==> config.mk <==
export PLATFORM = sky130hd
export DESIGN_NAME = rbx_core
export DESIGN_NICKNAME = d
export VERILOG_FILES = /design/src/hdl/rbx_pkg.sv /design/src/hdl/rbx_core.sv /design/src/hdl/rbx_file_ram.sv
export SDC_FILE = /design/constraint.sdc
export NUM_CORES = 1
export LEC_CHECK = 0
export ABC_AREA = 1
export BUFFER_PORTS_ARGS = -buffer_cell sky130_fd_sc_hd__buf_2
export CORE_MARGIN = 10
export CORE_UTILIZATION = 25
export DETAILED_ROUTE_END_ITERATION = 10
export PLACE_DENSITY = 0.45
export SLEW_MARGIN = 30
export SYNTH_ARGS = -nofsm -noshare
export SYNTH_HDL_FRONTEND = slang
export SYNTH_SLANG_ARGS = --single-unit
==> constraint.sdc <==
create_clock -name ref_clk -period 6.4 [get_ports ref_clk]
set_clock_uncertainty 0.1 [all_clocks]
set_input_delay 0.96 -clock ref_clk [delete_from_list [all_inputs] [get_ports ref_clk]]
set_output_delay 0.96 -clock ref_clk [all_outputs]
set_load 0.05 [all_outputs]
==> src/hdl/rbx_pkg.sv <==
// Package with opcodes, field positions and carriers for the relative branch unit
package rbx_pkg;
   // Program counter width (21-bit byte address space)
   localparam int PC_W = 21;
   // Upper byte opcodes of conditional branches
   localparam logic [7:0] OP_BR_CARRY_CLR = 8'hE3;
   localparam logic [7:0] OP_BR_NOT_NEG = 8'h7E;
   localparam logic [7:0] OP_BR_NO_OVF = 8'hE5;
   localparam logic [7:0] OP_BR_NONZERO = 8'hE1;
   // Five-bit prefix of the unconditional branch
   localparam logic [4:0] OP_BR_ALWAYS = 5'h1A;
   // Four-bit prefix of the bit-set instruction
   localparam logic [3:0] OP_SET_BIT = 4'h8;
   // Field positions inside a program word
   localparam int OPC_HI = 15;
   localparam int OPC_LO = 8;
   localparam int BIT_HI = 11;
   localparam int BIT_LO = 9;
   localparam int ACC_POS = 8;
   localparam int OFS_BR_W = 11;
   // Access bank split: low addresses hit bank 0, high ones bank 15
   localparam logic [7:0] ACC_SPLIT = 8'h60;
   localparam logic [3:0] ACC_HI_BANK = 4'hF;
   localparam logic [3:0] ACC_LO_BANK = 4'h0;
   // Word step of the program counter
   localparam logic [PC_W-1:0] PC_STEP = 21'h000002;
   // Status flags as seen by the branch logic
   typedef struct packed
   {
      logic carry;
      logic negative;
      logic overflow;
      logic zero;
   } rbx_flags_s;
   // Write-back request to the file register memory
   typedef struct packed
   {
      logic en;
      logic [11:0] addr;
      logic [7:0] data;
   } rbx_wr_s;
endpackage

==> src/hdl/rbx_core.sv <==
// Relative branch and bit-set execution unit
// Operation
// - Carry-clear branch taken only with carry zero
// - Not-negative branch taken only with negative zero
// - No-overflow branch taken only with overflow zero
// - Nonzero branch taken only with zero zero
// - Signed 8-bit offset doubled before adding
// - Taken target is incremented counter plus 2n
// - One word; one cycle, two when taken
// - Always-branch uses 11-bit offset, two cycles
// - Access bit selects access bank or bank register
`timescale 1ns/100ps
module rbx_core
   import rbx_pkg::*;
(
   input wire logic ref_clk,
   input wire logic reset,
   input wire logic instr_valid,
   input wire logic [15:0] instr,
   input wire rbx_flags_s flags,
   input wire logic [3:0] bank_select_register,
   output logic [PC_W-1:0] pc,
   output logic busy,
   output logic branch_taken,
   output rbx_flags_s flags_out
);
   // Execution state: fetch/execute, forced idle cycle or bit-set write-back cycle
   typedef enum logic [2:0]
   {
      ST_EXEC = 3'h1,
      ST_FLUSH = 3'h2,
      ST_WRITE = 3'h4
   } rbx_state_e;

   rbx_state_e state; // Current state
   logic [PC_W-1:0] pc_inc; // Counter already moved past this word
   logic [PC_W-1:0] ofs_short; // Doubled 8-bit offset
   logic [PC_W-1:0] ofs_long; // Doubled 11-bit offset
   logic [PC_W-1:0] next_pc; // Target of a taken branch
   logic cond_hit; // Conditional branch condition met
   logic is_long; // Unconditional branch decoded
   logic is_set; // Bit-set decoded
   logic take; // Any branch taken this cycle
   logic [11:0] file_addr; // Banked file address
   logic [11:0] set_addr; // Address held for write-back
   logic [2:0] set_bit; // Bit held for write-back
   logic [7:0] rd_data; // Memory read data
   rbx_wr_s wr; // Write-back request
   logic [OFS_BR_W-1:0] long_field; // Raw long offset

   assign pc_inc = pc + PC_STEP;
   // Sign-extend then double the short offset
   assign ofs_short = {{(PC_W-OPC_LO-1){instr[OPC_LO-1]}}, instr[OPC_LO-1:0], 1'b0};
   assign long_field = instr[OFS_BR_W-1:0];
   assign ofs_long = {{(PC_W-12){long_field[OFS_BR_W-1]}}, long_field, 1'b0};
   assign is_long = instr[OPC_HI:OFS_BR_W] == OP_BR_ALWAYS;
   assign is_set = instr[OPC_HI:BIT_HI+1] == OP_SET_BIT;

   // Decode conditional branches; each tests a cleared flag
   always_comb
   begin
      case (instr[OPC_HI:OPC_LO])
         OP_BR_CARRY_CLR: cond_hit = !flags.carry;
         OP_BR_NOT_NEG: cond_hit = !flags.negative;
         OP_BR_NO_OVF: cond_hit = !flags.overflow;
         OP_BR_NONZERO: cond_hit = !flags.zero;
         default: cond_hit = 1'b0;
      endcase
   end

   assign take = instr_valid && (state == ST_EXEC) && (cond_hit || is_long);
   assign next_pc = pc_inc + (is_long ? ofs_long : ofs_short);

   // Access bank versus banked file addressing
   always_comb
   begin
      if (!instr[ACC_POS])
      begin
         // Access bank: bank 0 below ACC_SPLIT (0x60), bank 15 from 0x60 up
         file_addr = {(instr[OPC_LO-1:0] < ACC_SPLIT) ? ACC_LO_BANK : ACC_HI_BANK, instr[OPC_LO-1:0]};
      end
      else
      begin
         file_addr = {bank_select_register, instr[OPC_LO-1:0]};
      end
   end

   // Program counter: step one word, or jump when taken
   always_ff @(posedge ref_clk or posedge reset)
   begin
      if (reset)
      begin
         pc <= '0;
      end
      else if (take)
      begin
         pc <= next_pc;
      end
      else if (instr_valid && state == ST_EXEC)
      begin
         pc <= pc_inc;
      end
   end

   // State: a taken branch spends a second, idle cycle
   always_ff @(posedge ref_clk or posedge reset)
   begin
      if (reset)
      begin
         state <= ST_EXEC;
      end
      else
      begin
         case (state)
            ST_EXEC:
            begin
               if (take)
               begin
                  state <= ST_FLUSH;
               end
               else if (instr_valid && is_set)
               begin
                  state <= ST_WRITE;
               end
            end
            ST_FLUSH: state <= ST_EXEC;
            ST_WRITE: state <= ST_EXEC;
            default: state <= ST_EXEC;
         endcase
      end
   end

   // Hold address and bit for the bit-set write-back
   always_ff @(posedge ref_clk or posedge reset)
   begin
      if (reset)
      begin
         set_addr <= '0;
         set_bit <= '0;
      end
      else if (instr_valid && state == ST_EXEC && is_set)
      begin
         set_addr <= file_addr;
         set_bit <= instr[BIT_HI:BIT_LO];
      end
   end

   // Write-back merges the chosen bit into the read byte;
   // memory latency splits read and write over two clocks of one instruction
   always_comb
   begin
      wr.en = (state == ST_WRITE);
      wr.addr = set_addr;
      wr.data = rd_data | (8'h01 << set_bit);
   end

   rbx_file_ram u_ram
   (
      .ref_clk(ref_clk),
      .rd_addr(file_addr),
      .rd_data(rd_data),
      .wr(wr)
   );

   // Status outputs; flags pass unchanged for every instruction here
   always_ff @(posedge ref_clk or posedge reset)
   begin
      if (reset)
      begin
         busy <= 1'b0;
         branch_taken <= 1'b0;
         flags_out <= '0;
      end
      else
      begin
         busy <= take || (instr_valid && state == ST_EXEC && is_set);
         branch_taken <= take;
         flags_out <= flags;
      end
   end
endmodule

==> src/hdl/rbx_file_ram.sv <==
// File register memory with registered read data
`timescale 1ns/100ps
module rbx_file_ram
   import rbx_pkg::*;
(
   input wire logic ref_clk,
   input wire logic [11:0] rd_addr,
   output logic [7:0] rd_data,
   input wire rbx_wr_s wr
);
   // Storage for the whole 4 KB data space
   logic [7:0] mem [0:4095];

   // Write port
   always_ff @(posedge ref_clk)
   begin
      if (wr.en)
      begin
         mem[wr.addr] <= wr.data;
      end
   end

   // Registered read, one cycle of latency
   always_ff @(posedge ref_clk)
   begin
      rd_data <= mem[rd_addr];
   end
endmodule

==> results of run 1 <==
==> logic make-up (layout without fill, tap and decap cells) <==
family / count (synthesis) / after routing / share of synthesized area, %
adders and majority gates: 21 / 21 / 10.0
other: 1 / 1 / 0.139
buffers and inverters: 54 / 108 / 7.80
AOI/OAI and AO/OA: 70 / 70 / 15.9
DFF: 29 / 29 / 27.0
xor gates and xnor gates: 23 / 23 / 7.47
and+or+nand+nor: 182 / 182 / 31.7
==> layout make-up <==
class	count	area [µm²]	share of cell area [%]
timing repair buffer	50	255	8.03
inverter	50	188	5.90
sequential	29	727	22.9
clock inverter	2	10.0	0.315
clock buffer	6	72.6	2.28
tap	136	170	5.35
multi-input combinational	297	1760	55.3
==> where the power goes <==
| part | switching, mW | internal (mW) | leakage (nW) |
|---|---|---|---|
| clock | 0.0752 | 0.0753 | 0.0450 |
| combinational | 0.632 | 0.288 | 1.26 |
| sequential | 0.0715 | 0.232 | 0.353 |
| total | 0.779 | 0.595 | 1.65 |
==> layout by cell type, fill, tap and decap left out, drive strengths merged, types with 5 or more instances in the layout <==
| cell | synthesis | layout |
|---|---|---|
| nand2 | 99 | 99 |
| buf | 2 | 50 |
| inv | 49 | 49 |
| a21oi | 29 | 29 |
| nand3 | 29 | 29 |
| dfrtp | 28 | 28 |
| nor2 | 28 | 28 |
| ha | 20 | 20 |
| o21ai | 18 | 18 |
| xor2 | 18 | 18 |
| nor3 | 13 | 13 |
| a22oi | 7 | 7 |
| clkbuf | 2 | 6 |
| xnor2 | 5 | 5 |
| nand4 | 5 | 5 |
==> worst register-to-register path, delay by kind of cell, from the launching register on <==
family	cells	cell delay, ns
AND/OR/NAND/NOR	13	1.78
adder cells (fa/ha/maj)	2	0.59
flip-flops	1	0.43
buffers and inverters	3	0.26
XOR/XNOR	1	0.16
==> per-layer routing <==
layer / vias to the layer above / global-route usage [%] / part of all wire [%] / wire, µm
met5: - / 0 / 0 / 0
met4: 0 / 3.93 / 1.7 / 144
met3: 10 / 1.58 / 5.2 / 426
met2: 55 / 18.7 / 46 / 3810
met1: 1233 / 14.4 / 47 / 3850
li1: 1376 / - / - / -
==> state kept, by name, indices dropped and copies added (netlist names) <==
register and count:
branch_taken 1, state 3, busy 1, pc 20, flags_out 4
==> path summary, 6_finish.rpt <==
check,startpoint,endpoint,cells past startpoint
setup / recovery,pc[1],pc[19],19
hold / removal,pc[20],pc[20],2
setup reg to reg,pc[1],pc[19],19
hold reg to reg,pc[20],pc[20],2
max in group asynchronous,reset,state[0],3
min in group asynchronous,reset,pc[10],3
==> impl_metrics.xml, run 1 <==
<?xml version="1.0" encoding="UTF-8"?>
<metrics>
  <group name="critical_path">
    <metric name="timing.critical_path.to_type" unit="">flip-flop</metric>
    <metric name="cpMostUsedCell" unit="">nand2_1</metric>
    <metric name="worst_path_dominant_cell_family" unit="">simple AND/OR/NAND/NOR gates</metric>
    <metric name="critPathSlowestCell" unit="">dfrtp_1</metric>
    <metric name="reg2reg_slack" unit="ns">2.97</metric>
    <metric name="critical_path_peak_fanout" unit="">5</metric>
    <metric name="max_stage_delay" unit="ns">0.43</metric>
    <metric name="cp-start-kind" unit="">flip-flop</metric>
    <metric name="timing_worst_setup_path_type" unit="">reg -&gt; reg</metric>
    <metric name="cp.arrival" unit="ns">3.51</metric>
    <metric name="critical_path_required" unit="ns">6.48</metric>
    <metric name="critical_path_cell_sequence" unit="">ha_1, nand2_2, nor3_4, nand2_2, nor3_2, inv_2, nor2_2, nand2_1, xor2_1, clkinv_1, ha_1, inv_1, nor3_1, and3_1, nand3_1, nand4_1, nand3_1, nand2_1, nand2_1</metric>
    <metric name="critical_path_buf_inv_count" unit="">3</metric>
  </group>
  <group name="worst_hold_path">
    <metric name="holdCritPathClass" unit="">reg -&gt; reg</metric>
  </group>
  <group name="status">
    <metric name="run_status" unit="">finished, final reports clean</metric>
  </group>
  <group name="synth">
    <metric name="synthDominantAreaCellType" unit="">dfrtp_1</metric>
    <metric name="number_of_flops_mapped_to_enable_cells_by_yosys" unit="">0</metric>
    <metric name="synth_warnings" unit="">0</metric>
    <metric name="syn_area" unit="µm²">2700</metric>
    <metric name="postSynthCellCount" unit="">380</metric>
    <metric name="synth_top_flop_cell" unit="">dfrtp_1</metric>
    <metric name="async_flop_share" unit="%">100</metric>
    <metric name="syn_nets" unit="">428</metric>
    <metric name="synth_top_area_cells" unit="">dfrtp_1 26%, nand2_1 13%, ha_1 9.3%</metric>
    <metric name="yosys.area.top_type_share" unit="%">26.0</metric>
    <metric name="synth.most_common_cell" unit="">nand2_1</metric>
    <metric name="flops_latches_synth" unit="">29</metric>
    <metric name="synth.yosys.seq_area_share" unit="%">27.0</metric>
    <metric name="syn-mean-instance-area" unit="µm²">7.09</metric>
    <metric name="synth_common_cells" unit="">93 x nand2_1, 46 x inv_1, 28 x a21oi_1, 28 x dfrtp_1, 26 x nand3_1</metric>
    <metric name="synth_cell_type_count" unit="">42</metric>
  </group>
  <group name="clocking">
    <metric name="cts_num_sinks" unit="">29</metric>
    <metric name="cts.repair_timing.setup_buffer_count" unit="">0</metric>
    <metric name="numCtsBuffers" unit="">5</metric>
    <metric name="cts_buffer_depth" unit="">2</metric>
    <metric name="cts_tree" unit="">done</metric>
    <metric name="worst_skew_pair.late_latency" unit="ns">0.28</metric>
    <metric name="cts-root-buf" unit="">clkbuf_8</metric>
    <metric name="htree_levels" unit="">2</metric>
    <metric name="total_of_cells_resized_after_clock_tree_synthesis" unit="">0</metric>
    <metric name="cts_hold_buffers" unit="">0</metric>
    <metric name="path_clk_slew" unit="ns">0.07</metric>
  </group>
  <group name="timing">
    <metric name="rsz_0062_raised_after_global_routing" unit="">false</metric>
    <metric name="slew_viol_final" unit="">0</metric>
    <metric name="tns" unit="ns">0</metric>
    <metric name="finalCritPeriodShare" unit="%">53.6</metric>
    <metric name="hold_slack" unit="ns">0.438</metric>
    <metric name="layout_setup_ws" unit="ns">2.97</metric>
    <metric name="clock.fmax" unit="GHz">0.292</metric>
    <metric name="finalCriticalPeriod" unit="ns">3.43</metric>
    <metric name="finalSetupViolCount" unit="">0</metric>
    <metric name="hold_violations" unit="">0</metric>
  </group>
  <group name="global_route">
    <metric name="first_pass_grt_wire_length" unit="µm">13900</metric>
    <metric name="antenna_found_initial" unit="">0</metric>
    <metric name="vias_in_the_first_global_route" unit="">2813</metric>
    <metric name="gr-total-overflow" unit="">0</metric>
    <metric name="grt_start_max_net_pins" unit="">30</metric>
    <metric name="grt_usage" unit="%">11.2</metric>
  </group>
  <group name="placed_design">
    <metric name="pre_cts_worst_setup_slack" unit="ns">2.73</metric>
    <metric name="hpwl" unit="µm">6700</metric>
    <metric name="io_buffers" unit="">48</metric>
    <metric name="postPlaceCellArea" unit="µm²">3100</metric>
    <metric name="place.gp.congestion" unit="">0.834</metric>
    <metric name="placed_cells" unit="">562</metric>
  </group>
  <group name="finish">
    <metric name="utilization" unit="%">30.5</metric>
    <metric name="final_cell_area" unit="µm²">3180</metric>
    <metric name="nFillCells" unit="">1185</metric>
    <metric name="finish.cell_count_without_fillers" unit="">570</metric>
    <metric name="antennaDiodeCount" unit="">0</metric>
    <metric name="drive_above_1_share" unit="%">18.9</metric>
    <metric name="finalNetCount" unit="">481</metric>
    <metric name="syn2layout_area_growth" unit="%">18.0</metric>
  </group>
  <group name="floorplan">
    <metric name="fp.dieArea" unit="µm²">15300</metric>
    <metric name="num_io_pins" unit="">54</metric>
    <metric name="die_height" unit="µm">124</metric>
    <metric name="fp-row-count" unit="">37</metric>
    <metric name="fp.dieW" unit="µm">124</metric>
    <metric name="start_util" unit="%">25.9</metric>
    <metric name="core_region_area" unit="µm²">10400</metric>
  </group>
  <group name="pwr">
    <metric name="finalPower" unit="mW">1.37</metric>
    <metric name="power.density" unit="nW/µm²">432</metric>
    <metric name="irDropWorstVdd" unit="V">0.000119</metric>
    <metric name="power_leakage" unit="nW">1.65</metric>
  </group>
  <group name="detailed_routing">
    <metric name="postRouteWirelength" unit="µm">8240</metric>
    <metric name="drt_iter0_drc" unit="">150</metric>
    <metric name="drt_drc_violations_left" unit="">0</metric>
    <metric name="firstDrtPassIters" unit="">4</metric>
    <metric name="ant_nets" unit="">0</metric>
    <metric name="post_drt_wl_per_cell" unit="µm">14.5</metric>
    <metric name="post_detailed_route_via_to_cell_ratio" unit="">4.69</metric>
    <metric name="vias" unit="">2674</metric>
  </group>
  <group name="run">
    <metric name="maxCapViolCount" unit="">0</metric>
  </group>
</metrics>
Note: power is estimated with default switching activity, not from simulation.
==> inputs of run 2 (changes only) <==
--- a/config.mk
+++ b/config.mk
@@ -10,7 +10,7 @@
 export CORE_MARGIN = 10
 export CORE_UTILIZATION = 25
 export DETAILED_ROUTE_END_ITERATION = 10
-export PLACE_DENSITY = 0.45
+export PLACE_DENSITY = 0.46
 export SLEW_MARGIN = 30
 export SYNTH_ARGS = -nofsm -noshare
 export SYNTH_HDL_FRONTEND = slang
==> constraint.sdc (replaced) <==
create_clock -name ref_clk -period 3 [get_ports ref_clk]
set_clock_uncertainty 0.1 [all_clocks]
set_input_delay 0.45 -clock ref_clk [delete_from_list [all_inputs] [get_ports ref_clk]]
set_output_delay 0.45 -clock ref_clk [all_outputs]
set_load 0.05 [all_outputs]
==> impl_metrics.xml, run 2 (synthesis results as in run 1) <==
<?xml version="1.0" encoding="UTF-8"?>
<metrics>
  <group name="floorplan">
    <metric name="start_util" unit="%">25.9</metric>
    <metric name="fp.dieW" unit="µm">124</metric>
    <metric name="fp.dieArea" unit="µm²">15300</metric>
    <metric name="fp-row-count" unit="">37</metric>
    <metric name="die_height" unit="µm">124</metric>
    <metric name="core_region_area" unit="µm²">10400</metric>
    <metric name="num_io_pins" unit="">54</metric>
  </group>
  <group name="placed_design">
    <metric name="hpwl" unit="µm">7250</metric>
    <metric name="place.gp.congestion" unit="">0.857</metric>
    <metric name="io_buffers" unit="">48</metric>
    <metric name="postPlaceCellArea" unit="µm²">3550</metric>
  </group>
  <group name="detailed_routing">
    <metric name="firstDrtPassIters" unit="">4</metric>
    <metric name="postRouteWirelength" unit="µm">9240</metric>
    <metric name="post_drt_wl_per_cell" unit="µm">14.5</metric>
    <metric name="post_detailed_route_via_to_cell_ratio" unit="">4.57</metric>
    <metric name="ant_nets" unit="">0</metric>
    <metric name="vias" unit="">2916</metric>
    <metric name="drt_drc_violations_left" unit="">0</metric>
    <metric name="drt_iter0_drc" unit="">110</metric>
  </group>
  <group name="worst_hold_path">
    <metric name="holdCritPathClass" unit="">in -&gt; async</metric>
  </group>
  <group name="clocking">
    <metric name="path_clk_slew" unit="ns">0.07</metric>
    <metric name="worst_skew_pair.late_latency" unit="ns">0.28</metric>
    <metric name="cts-root-buf" unit="">clkbuf_8</metric>
    <metric name="htree_levels" unit="">2</metric>
    <metric name="numCtsBuffers" unit="">5</metric>
    <metric name="cts_num_sinks" unit="">29</metric>
    <metric name="cts_buffer_depth" unit="">2</metric>
    <metric name="cts_tree" unit="">done</metric>
  </group>
  <group name="critical_path">
    <metric name="critical_path_cell_sequence" unit="">ha_4, nand2_4, nor3_4, nand2_2, nor3_4, inv_2, nor2_4, nand2_1, xor2_1, clkinv_2, ha_4, inv_1, buf_4, o31ai_1, a21oi_1, nand4_1, nand3_2, nand2_1, nand2_1</metric>
    <metric name="cp-start-kind" unit="">flip-flop</metric>
    <metric name="critical_path_required" unit="ns">3.07</metric>
    <metric name="timing.critical_path.to" unit="">pc[19]</metric>
    <metric name="critPathSlowestCell" unit="">dfrtp_2</metric>
    <metric name="reg2reg_slack" unit="ns">-0.03</metric>
    <metric name="rr_endpoint" unit="">pc[19]</metric>
    <metric name="max_stage_delay" unit="ns">0.42</metric>
    <metric name="worst_setup_path_start" unit="">pc[1]</metric>
    <metric name="regToRegStartpoint" unit="">pc[1]</metric>
    <metric name="critical_path_peak_fanout" unit="">3</metric>
    <metric name="timing.critical_path.to_type" unit="">flip-flop</metric>
    <metric name="cpMostUsedCell" unit="">nand2_1</metric>
    <metric name="timing.reg2reg.worst_path_depth" unit="">19</metric>
    <metric name="timing_worst_setup_path_type" unit="">reg -&gt; reg</metric>
    <metric name="cp.arrival" unit="ns">3.11</metric>
  </group>
  <group name="pwr">
    <metric name="finalPower" unit="mW">3.71</metric>
    <metric name="irDropWorstVdd" unit="V">0.000261</metric>
    <metric name="power.density" unit="nW/µm²">914</metric>
    <metric name="power_leakage" unit="nW">2.07</metric>
  </group>
  <group name="finish">
    <metric name="antennaDiodeCount" unit="">0</metric>
    <metric name="final_cell_area" unit="µm²">4050</metric>
    <metric name="drive_above_1_share" unit="%">40.4</metric>
    <metric name="flip_flop_count_of_the_largest_register_all_copies_and_words_added" unit="">20</metric>
    <metric name="regMostFlops" unit="">pc</metric>
    <metric name="syn2layout_area_growth" unit="%">50.4</metric>
    <metric name="finalNetCount" unit="">549</metric>
    <metric name="mostFrequentLayoutCell" unit="">nand2_1</metric>
    <metric name="largest_registers" unit="">pc: 20 flops, flags_out: 4 flops, state: 3 flops</metric>
    <metric name="final_cell_mix" unit="">87 x nand2_1, 67 x buf_4, 48 x buf_2</metric>
  </group>
  <group name="global_route">
    <metric name="antenna_found_initial" unit="">0</metric>
    <metric name="grt_usage" unit="%">11.9</metric>
    <metric name="grt_start_max_net_pins" unit="">22</metric>
    <metric name="vias_in_the_first_global_route" unit="">2920</metric>
    <metric name="gr-total-overflow" unit="">0</metric>
    <metric name="first_pass_grt_wire_length" unit="µm">14400</metric>
  </group>
  <group name="timing">
    <metric name="slew_viol_final" unit="">0</metric>
    <metric name="hold_violations" unit="">0</metric>
    <metric name="tightest_pin_transition" unit="ns">0.517</metric>
    <metric name="clock.fmax" unit="GHz">0.330</metric>
    <metric name="finalCritPeriodShare" unit="%">101</metric>
    <metric name="finalCriticalPeriod" unit="ns">3.03</metric>
    <metric name="worst_max_slew_margin_expressed_relative_to_the_limit" unit="%">65.4</metric>
    <metric name="layout_setup_ws" unit="ns">-0.0304</metric>
    <metric name="finalSetupViolCount" unit="">1</metric>
    <metric name="rsz_0062_raised_after_global_routing" unit="">true</metric>
  </group>
  <group name="status">
    <metric name="violations" unit="">negative setup slack</metric>
    <metric name="run_status" unit="">complete, but fails checks</metric>
  </group>
  <group name="run">
    <metric name="maxCapViolCount" unit="">0</metric>
  </group>
</metrics>
## run 2: changes by cell type in the layout (fill, tap and decap cells not counted), sizes merged
cell / change
buf: +68
clkinv: -1
clkbuf: +1
## run 2: stage by stage
stage	TNS (ns)	setup slack [ns]	hold slack [ns]	util, %	instances
6_report	-0.0304	-0.0304	0.0875	38.9	638
5_1_grt	-0.529	-0.249	0.120	38.9	638
4_1_cts	0	0.00113	0.170	35.9	631
3_5_place_dp	-0.543	-0.252	0.415	34.1	618
3_3_place_gp	-0.538	-0.174	0.425	34.1	618
2_1_floorplan	-0.0362	-0.0362	0.381	-	380
## run 2: cell type report
cell class                 instances  area, µm²
tap                              136        170
sequential                        29        737
inverter                          50        189
clock buffer                       7       96.3
fill                            1082       6360
clock inverter                     1       5.00
timing repair buffer             118        777
multi-input combinational        297       2080
## run 2: how the worst min path moves through the flow
stage | start | endpoint | slack [ns] | cells past startpoint
CTS | flags[3] | flags_out[3] | 0.17 | 1
floorplan | flags[0] | flags_out[0] | 0.38 | 0
global route | reset | pc[7] | 0.12 | 2
global placement | pc[20] | pc[20] | 0.43 | 2
finish | reset | pc[7] | 0.09 | 2
detailed placement | pc[20] | pc[20] | 0.42 | 2
## run 2: power by group
part	internal [mW]	total (mW)	switching (mW)	leakage (nW)
Clock	0.207	0.369	0.162	0.0542
Combinational	1.07	2.72	1.65	1.67
Sequential	0.505	0.621	0.116	0.345
## run 2: layer usage
metal,track usage [%],up-vias,share of wire [%]
li1,-,1514,-
met1,14.7,1355,45
met2,20.2,43,50
met3,1.76,4,4.0
met4,4.73,0,1.0
met5,0,-,0
## run 2: critical path, delay by kind of cell, from the launching register on
kind / cells / cell delay (ns)
and+or+nand+nor: 10 / 0.99
adders and majority gates: 2 / 0.47
DFF: 1 / 0.42
buffers and inverters: 4 / 0.41
AOI/OAI and AO/OA: 2 / 0.35
xor gates and xnor gates: 1 / 0.19
## run 2: timing repair
item	4_1_cts	5_1_grt
gates resized for setup	11	53
pin swaps	6	22
hold buffers	0	0
setup endpoints to repair	3	9
buffers inserted	5	8
==> inputs of run 3 (changes only) <==
--- a/config.mk
+++ b/config.mk
@@ -7,7 +7,8 @@
 export LEC_CHECK = 0
 export ABC_AREA = 1
 export BUFFER_PORTS_ARGS = -buffer_cell sky130_fd_sc_hd__buf_2
-export CORE_MARGIN = 10
+export CAP_MARGIN = 30
+export CORE_MARGIN = 3
 export CORE_UTILIZATION = 25
 export DETAILED_ROUTE_END_ITERATION = 10
 export PLACE_DENSITY = 0.46
==> impl_metrics.xml, run 3 (synthesis results as in run 1) <==
<?xml version="1.0" encoding="UTF-8"?>
<metrics>
  <group name="finish">
    <metric name="final_cell_mix" unit="">86 x nand2_1, 62 x buf_4, 48 x buf_2</metric>
    <metric name="mostFrequentLayoutCell" unit="">nand2_1</metric>
    <metric name="regMostFlops" unit="">pc</metric>
    <metric name="utilization" unit="%">38.2</metric>
    <metric name="syn2layout_area_growth" unit="%">47.5</metric>
    <metric name="antennaDiodeCount" unit="">0</metric>
    <metric name="finish.cell_count_without_fillers" unit="">630</metric>
    <metric name="largest_registers" unit="">pc: 20 flops, flags_out: 4 flops, state: 3 flops</metric>
    <metric name="nFillCells" unit="">1087</metric>
    <metric name="flip_flop_count_of_the_largest_register_all_copies_and_words_added" unit="">20</metric>
    <metric name="finalNetCount" unit="">541</metric>
    <metric name="drive_above_1_share" unit="%">40.7</metric>
  </group>
  <group name="detailed_routing">
    <metric name="routedLengthMet1" unit="µm">3990</metric>
    <metric name="post_detailed_route_via_to_cell_ratio" unit="">4.56</metric>
    <metric name="drt_drc_violations_left" unit="">0</metric>
    <metric name="ant_nets" unit="">0</metric>
    <metric name="firstDrtPassIters" unit="">4</metric>
    <metric name="route.top_layer_used" unit="">met4</metric>
    <metric name="vias" unit="">2870</metric>
    <metric name="route.met3.wl" unit="µm">354</metric>
    <metric name="postRouteWirelength" unit="µm">8520</metric>
    <metric name="post_drt_wl_per_cell" unit="µm">13.5</metric>
    <metric name="met2RoutedLength" unit="µm">4060</metric>
    <metric name="drt_iter0_drc" unit="">103</metric>
  </group>
  <group name="floorplan">
    <metric name="fp.dieArea" unit="µm²">12100</metric>
    <metric name="start_util" unit="%">25.9</metric>
    <metric name="fp.dieW" unit="µm">110</metric>
    <metric name="num_io_pins" unit="">54</metric>
    <metric name="fp-row-count" unit="">37</metric>
    <metric name="die_height" unit="µm">110</metric>
    <metric name="core_region_area" unit="µm²">10400</metric>
  </group>
  <group name="clocking">
    <metric name="htree_levels" unit="">2</metric>
    <metric name="cts-root-buf" unit="">clkbuf_8</metric>
    <metric name="cts_tree" unit="">done</metric>
    <metric name="worst_skew_pair.late_latency" unit="ns">0.29</metric>
    <metric name="numCtsBuffers" unit="">5</metric>
    <metric name="cts_num_sinks" unit="">29</metric>
    <metric name="path_clk_slew" unit="ns">0.07</metric>
    <metric name="cts_hold_buffers" unit="">0</metric>
    <metric name="cts_buffer_depth" unit="">2</metric>
  </group>
  <group name="placed_design">
    <metric name="hpwl" unit="µm">6820</metric>
    <metric name="place.gp.congestion" unit="">0.853</metric>
    <metric name="placed_cells" unit="">616</metric>
    <metric name="io_buffers" unit="">48</metric>
  </group>
  <group name="status">
    <metric name="run_status" unit="">complete, but fails checks</metric>
    <metric name="violations" unit="">negative setup slack</metric>
  </group>
  <group name="critical_path">
    <metric name="timing.critical_path.to" unit="">pc[19]</metric>
    <metric name="rr_endpoint" unit="">pc[19]</metric>
    <metric name="reg2reg_slack" unit="ns">-0.06</metric>
    <metric name="critical_path_peak_fanout" unit="">4</metric>
    <metric name="timing.critical_path.to_type" unit="">flip-flop</metric>
    <metric name="worst_setup_path_start" unit="">pc[1]</metric>
    <metric name="cp-start-kind" unit="">flip-flop</metric>
    <metric name="critical_path_required" unit="ns">3.08</metric>
    <metric name="timing_worst_setup_path_type" unit="">reg -&gt; reg</metric>
    <metric name="timing.reg2reg.worst_path_depth" unit="">19</metric>
    <metric name="cp.arrival" unit="ns">3.14</metric>
    <metric name="regToRegStartpoint" unit="">pc[1]</metric>
  </group>
  <group name="timing">
    <metric name="slew_viol_final" unit="">0</metric>
    <metric name="layout_setup_ws" unit="ns">-0.0606</metric>
    <metric name="clock.fmax" unit="GHz">0.327</metric>
    <metric name="hold_violations" unit="">0</metric>
    <metric name="finalCriticalPeriod" unit="ns">3.06</metric>
    <metric name="rsz_0062_raised_after_global_routing" unit="">true</metric>
    <metric name="finalSetupViolCount" unit="">2</metric>
    <metric name="finalCritPeriodShare" unit="%">102</metric>
  </group>
  <group name="global_route">
    <metric name="gr-total-overflow" unit="">0</metric>
    <metric name="vias_in_the_first_global_route" unit="">2820</metric>
    <metric name="first_pass_grt_wire_length" unit="µm">13700</metric>
    <metric name="grt_start_max_net_pins" unit="">30</metric>
    <metric name="antenna_found_initial" unit="">0</metric>
    <metric name="grt_usage" unit="%">14.4</metric>
  </group>
  <group name="pwr">
    <metric name="irDropWorstVdd" unit="V">0.000283</metric>
    <metric name="power_leakage" unit="nW">1.99</metric>
    <metric name="power.density" unit="nW/µm²">904</metric>
  </group>
  <group name="run">
    <metric name="maxCapViolCount" unit="">0</metric>
  </group>
  <group name="worst_hold_path">
    <metric name="holdCritPathClass" unit="">in -&gt; async</metric>
  </group>
</metrics>
run 3: cell types whose count changed in the layout (fill, tap and decap cells not counted), sizes merged:
cell	change
buf	-8
clkinv	-1
clkbuf	+1
run 3: cell type report:
cell class              instances  area, µm²  share of cell area (%)
repair buffers                110        706                    17.7
multi-input cells             297       2080                    52.4
inverters                      50        191                    4.81
well taps                     136        170                    4.28
flip-flops and latches         29        737                    18.5
clock buffers                   8       90.1                    2.27
run 3: worst min-delay path by stage:
| stage | to | slack (ns) | depth (start not counted) |
|---|---|---|---|
| floorplan | flags_out[0] | 0.38 | 0 |
| global placement | pc[20] | 0.43 | 2 |
| detailed placement | pc[20] | 0.42 | 2 |
| CTS | pc[15] | 0.15 | 3 |
| global route | pc[16] | 0.17 | 3 |
| finish | pc[13] | 0.14 | 3 |
run 3: report_power, final:
group	internal, mW	switching, mW	total (mW)
Sequential	0.505	0.118	0.623
Combinational	1.03	1.61	2.63
Clock	0.187	0.152	0.339
run 3: stage by stage:
stage	hold slack [ns]	area, µm²	power (mW)	TNS (ns)	setup slack, ns
global route	0.171	3980	3.92	-0.807	-0.283
CTS	0.146	3670	3.33	-0.00542	-0.00542
floorplan	0.381	2730	2.18	-0.0362	-0.0362
global placement	0.429	3540	2.94	-0.283	-0.148
finish	0.136	3980	3.59	-0.0730	-0.0606
detailed placement	0.419	3540	2.95	-0.372	-0.162
run 3: layer usage:
| metal | global-route usage [%] | vias to the layer above |
|---|---|---|
| met3 | 1.59 | 10 |
| met2 | 24.1 | 49 |
| met4 | 4.45 | 0 |
| met1 | 19.4 | 1315 |
| met5 | 0 | - |
| li1 | - | 1496 |
run 3: critical path, stage by stage, from the launching register on:
cell      delay (ns)
dfrtp_2         0.41
ha_4            0.16
nand2_4         0.05
nor3_4          0.20
nand2_2         0.11
nor3_4          0.21
inv_2           0.07
nor2_4          0.13
nand2_2         0.08
xor2_2          0.16
clkinv_2        0.11
ha_4            0.31
inv_4           0.04
nor3_4          0.19
and3_4          0.22
nand3_2         0.06
nand4_1         0.12
nand3_2         0.09
nand2_1         0.08
nand2_1         0.04
run 3: what timing repair did:
| action | CTS | global route |
|---|---|---|
| setup buffers | 0 | 7 |
| pin swaps | 5 | 22 |
| setup endpoints to repair | 2 | 10 |
| resized for setup | 9 | 58 |
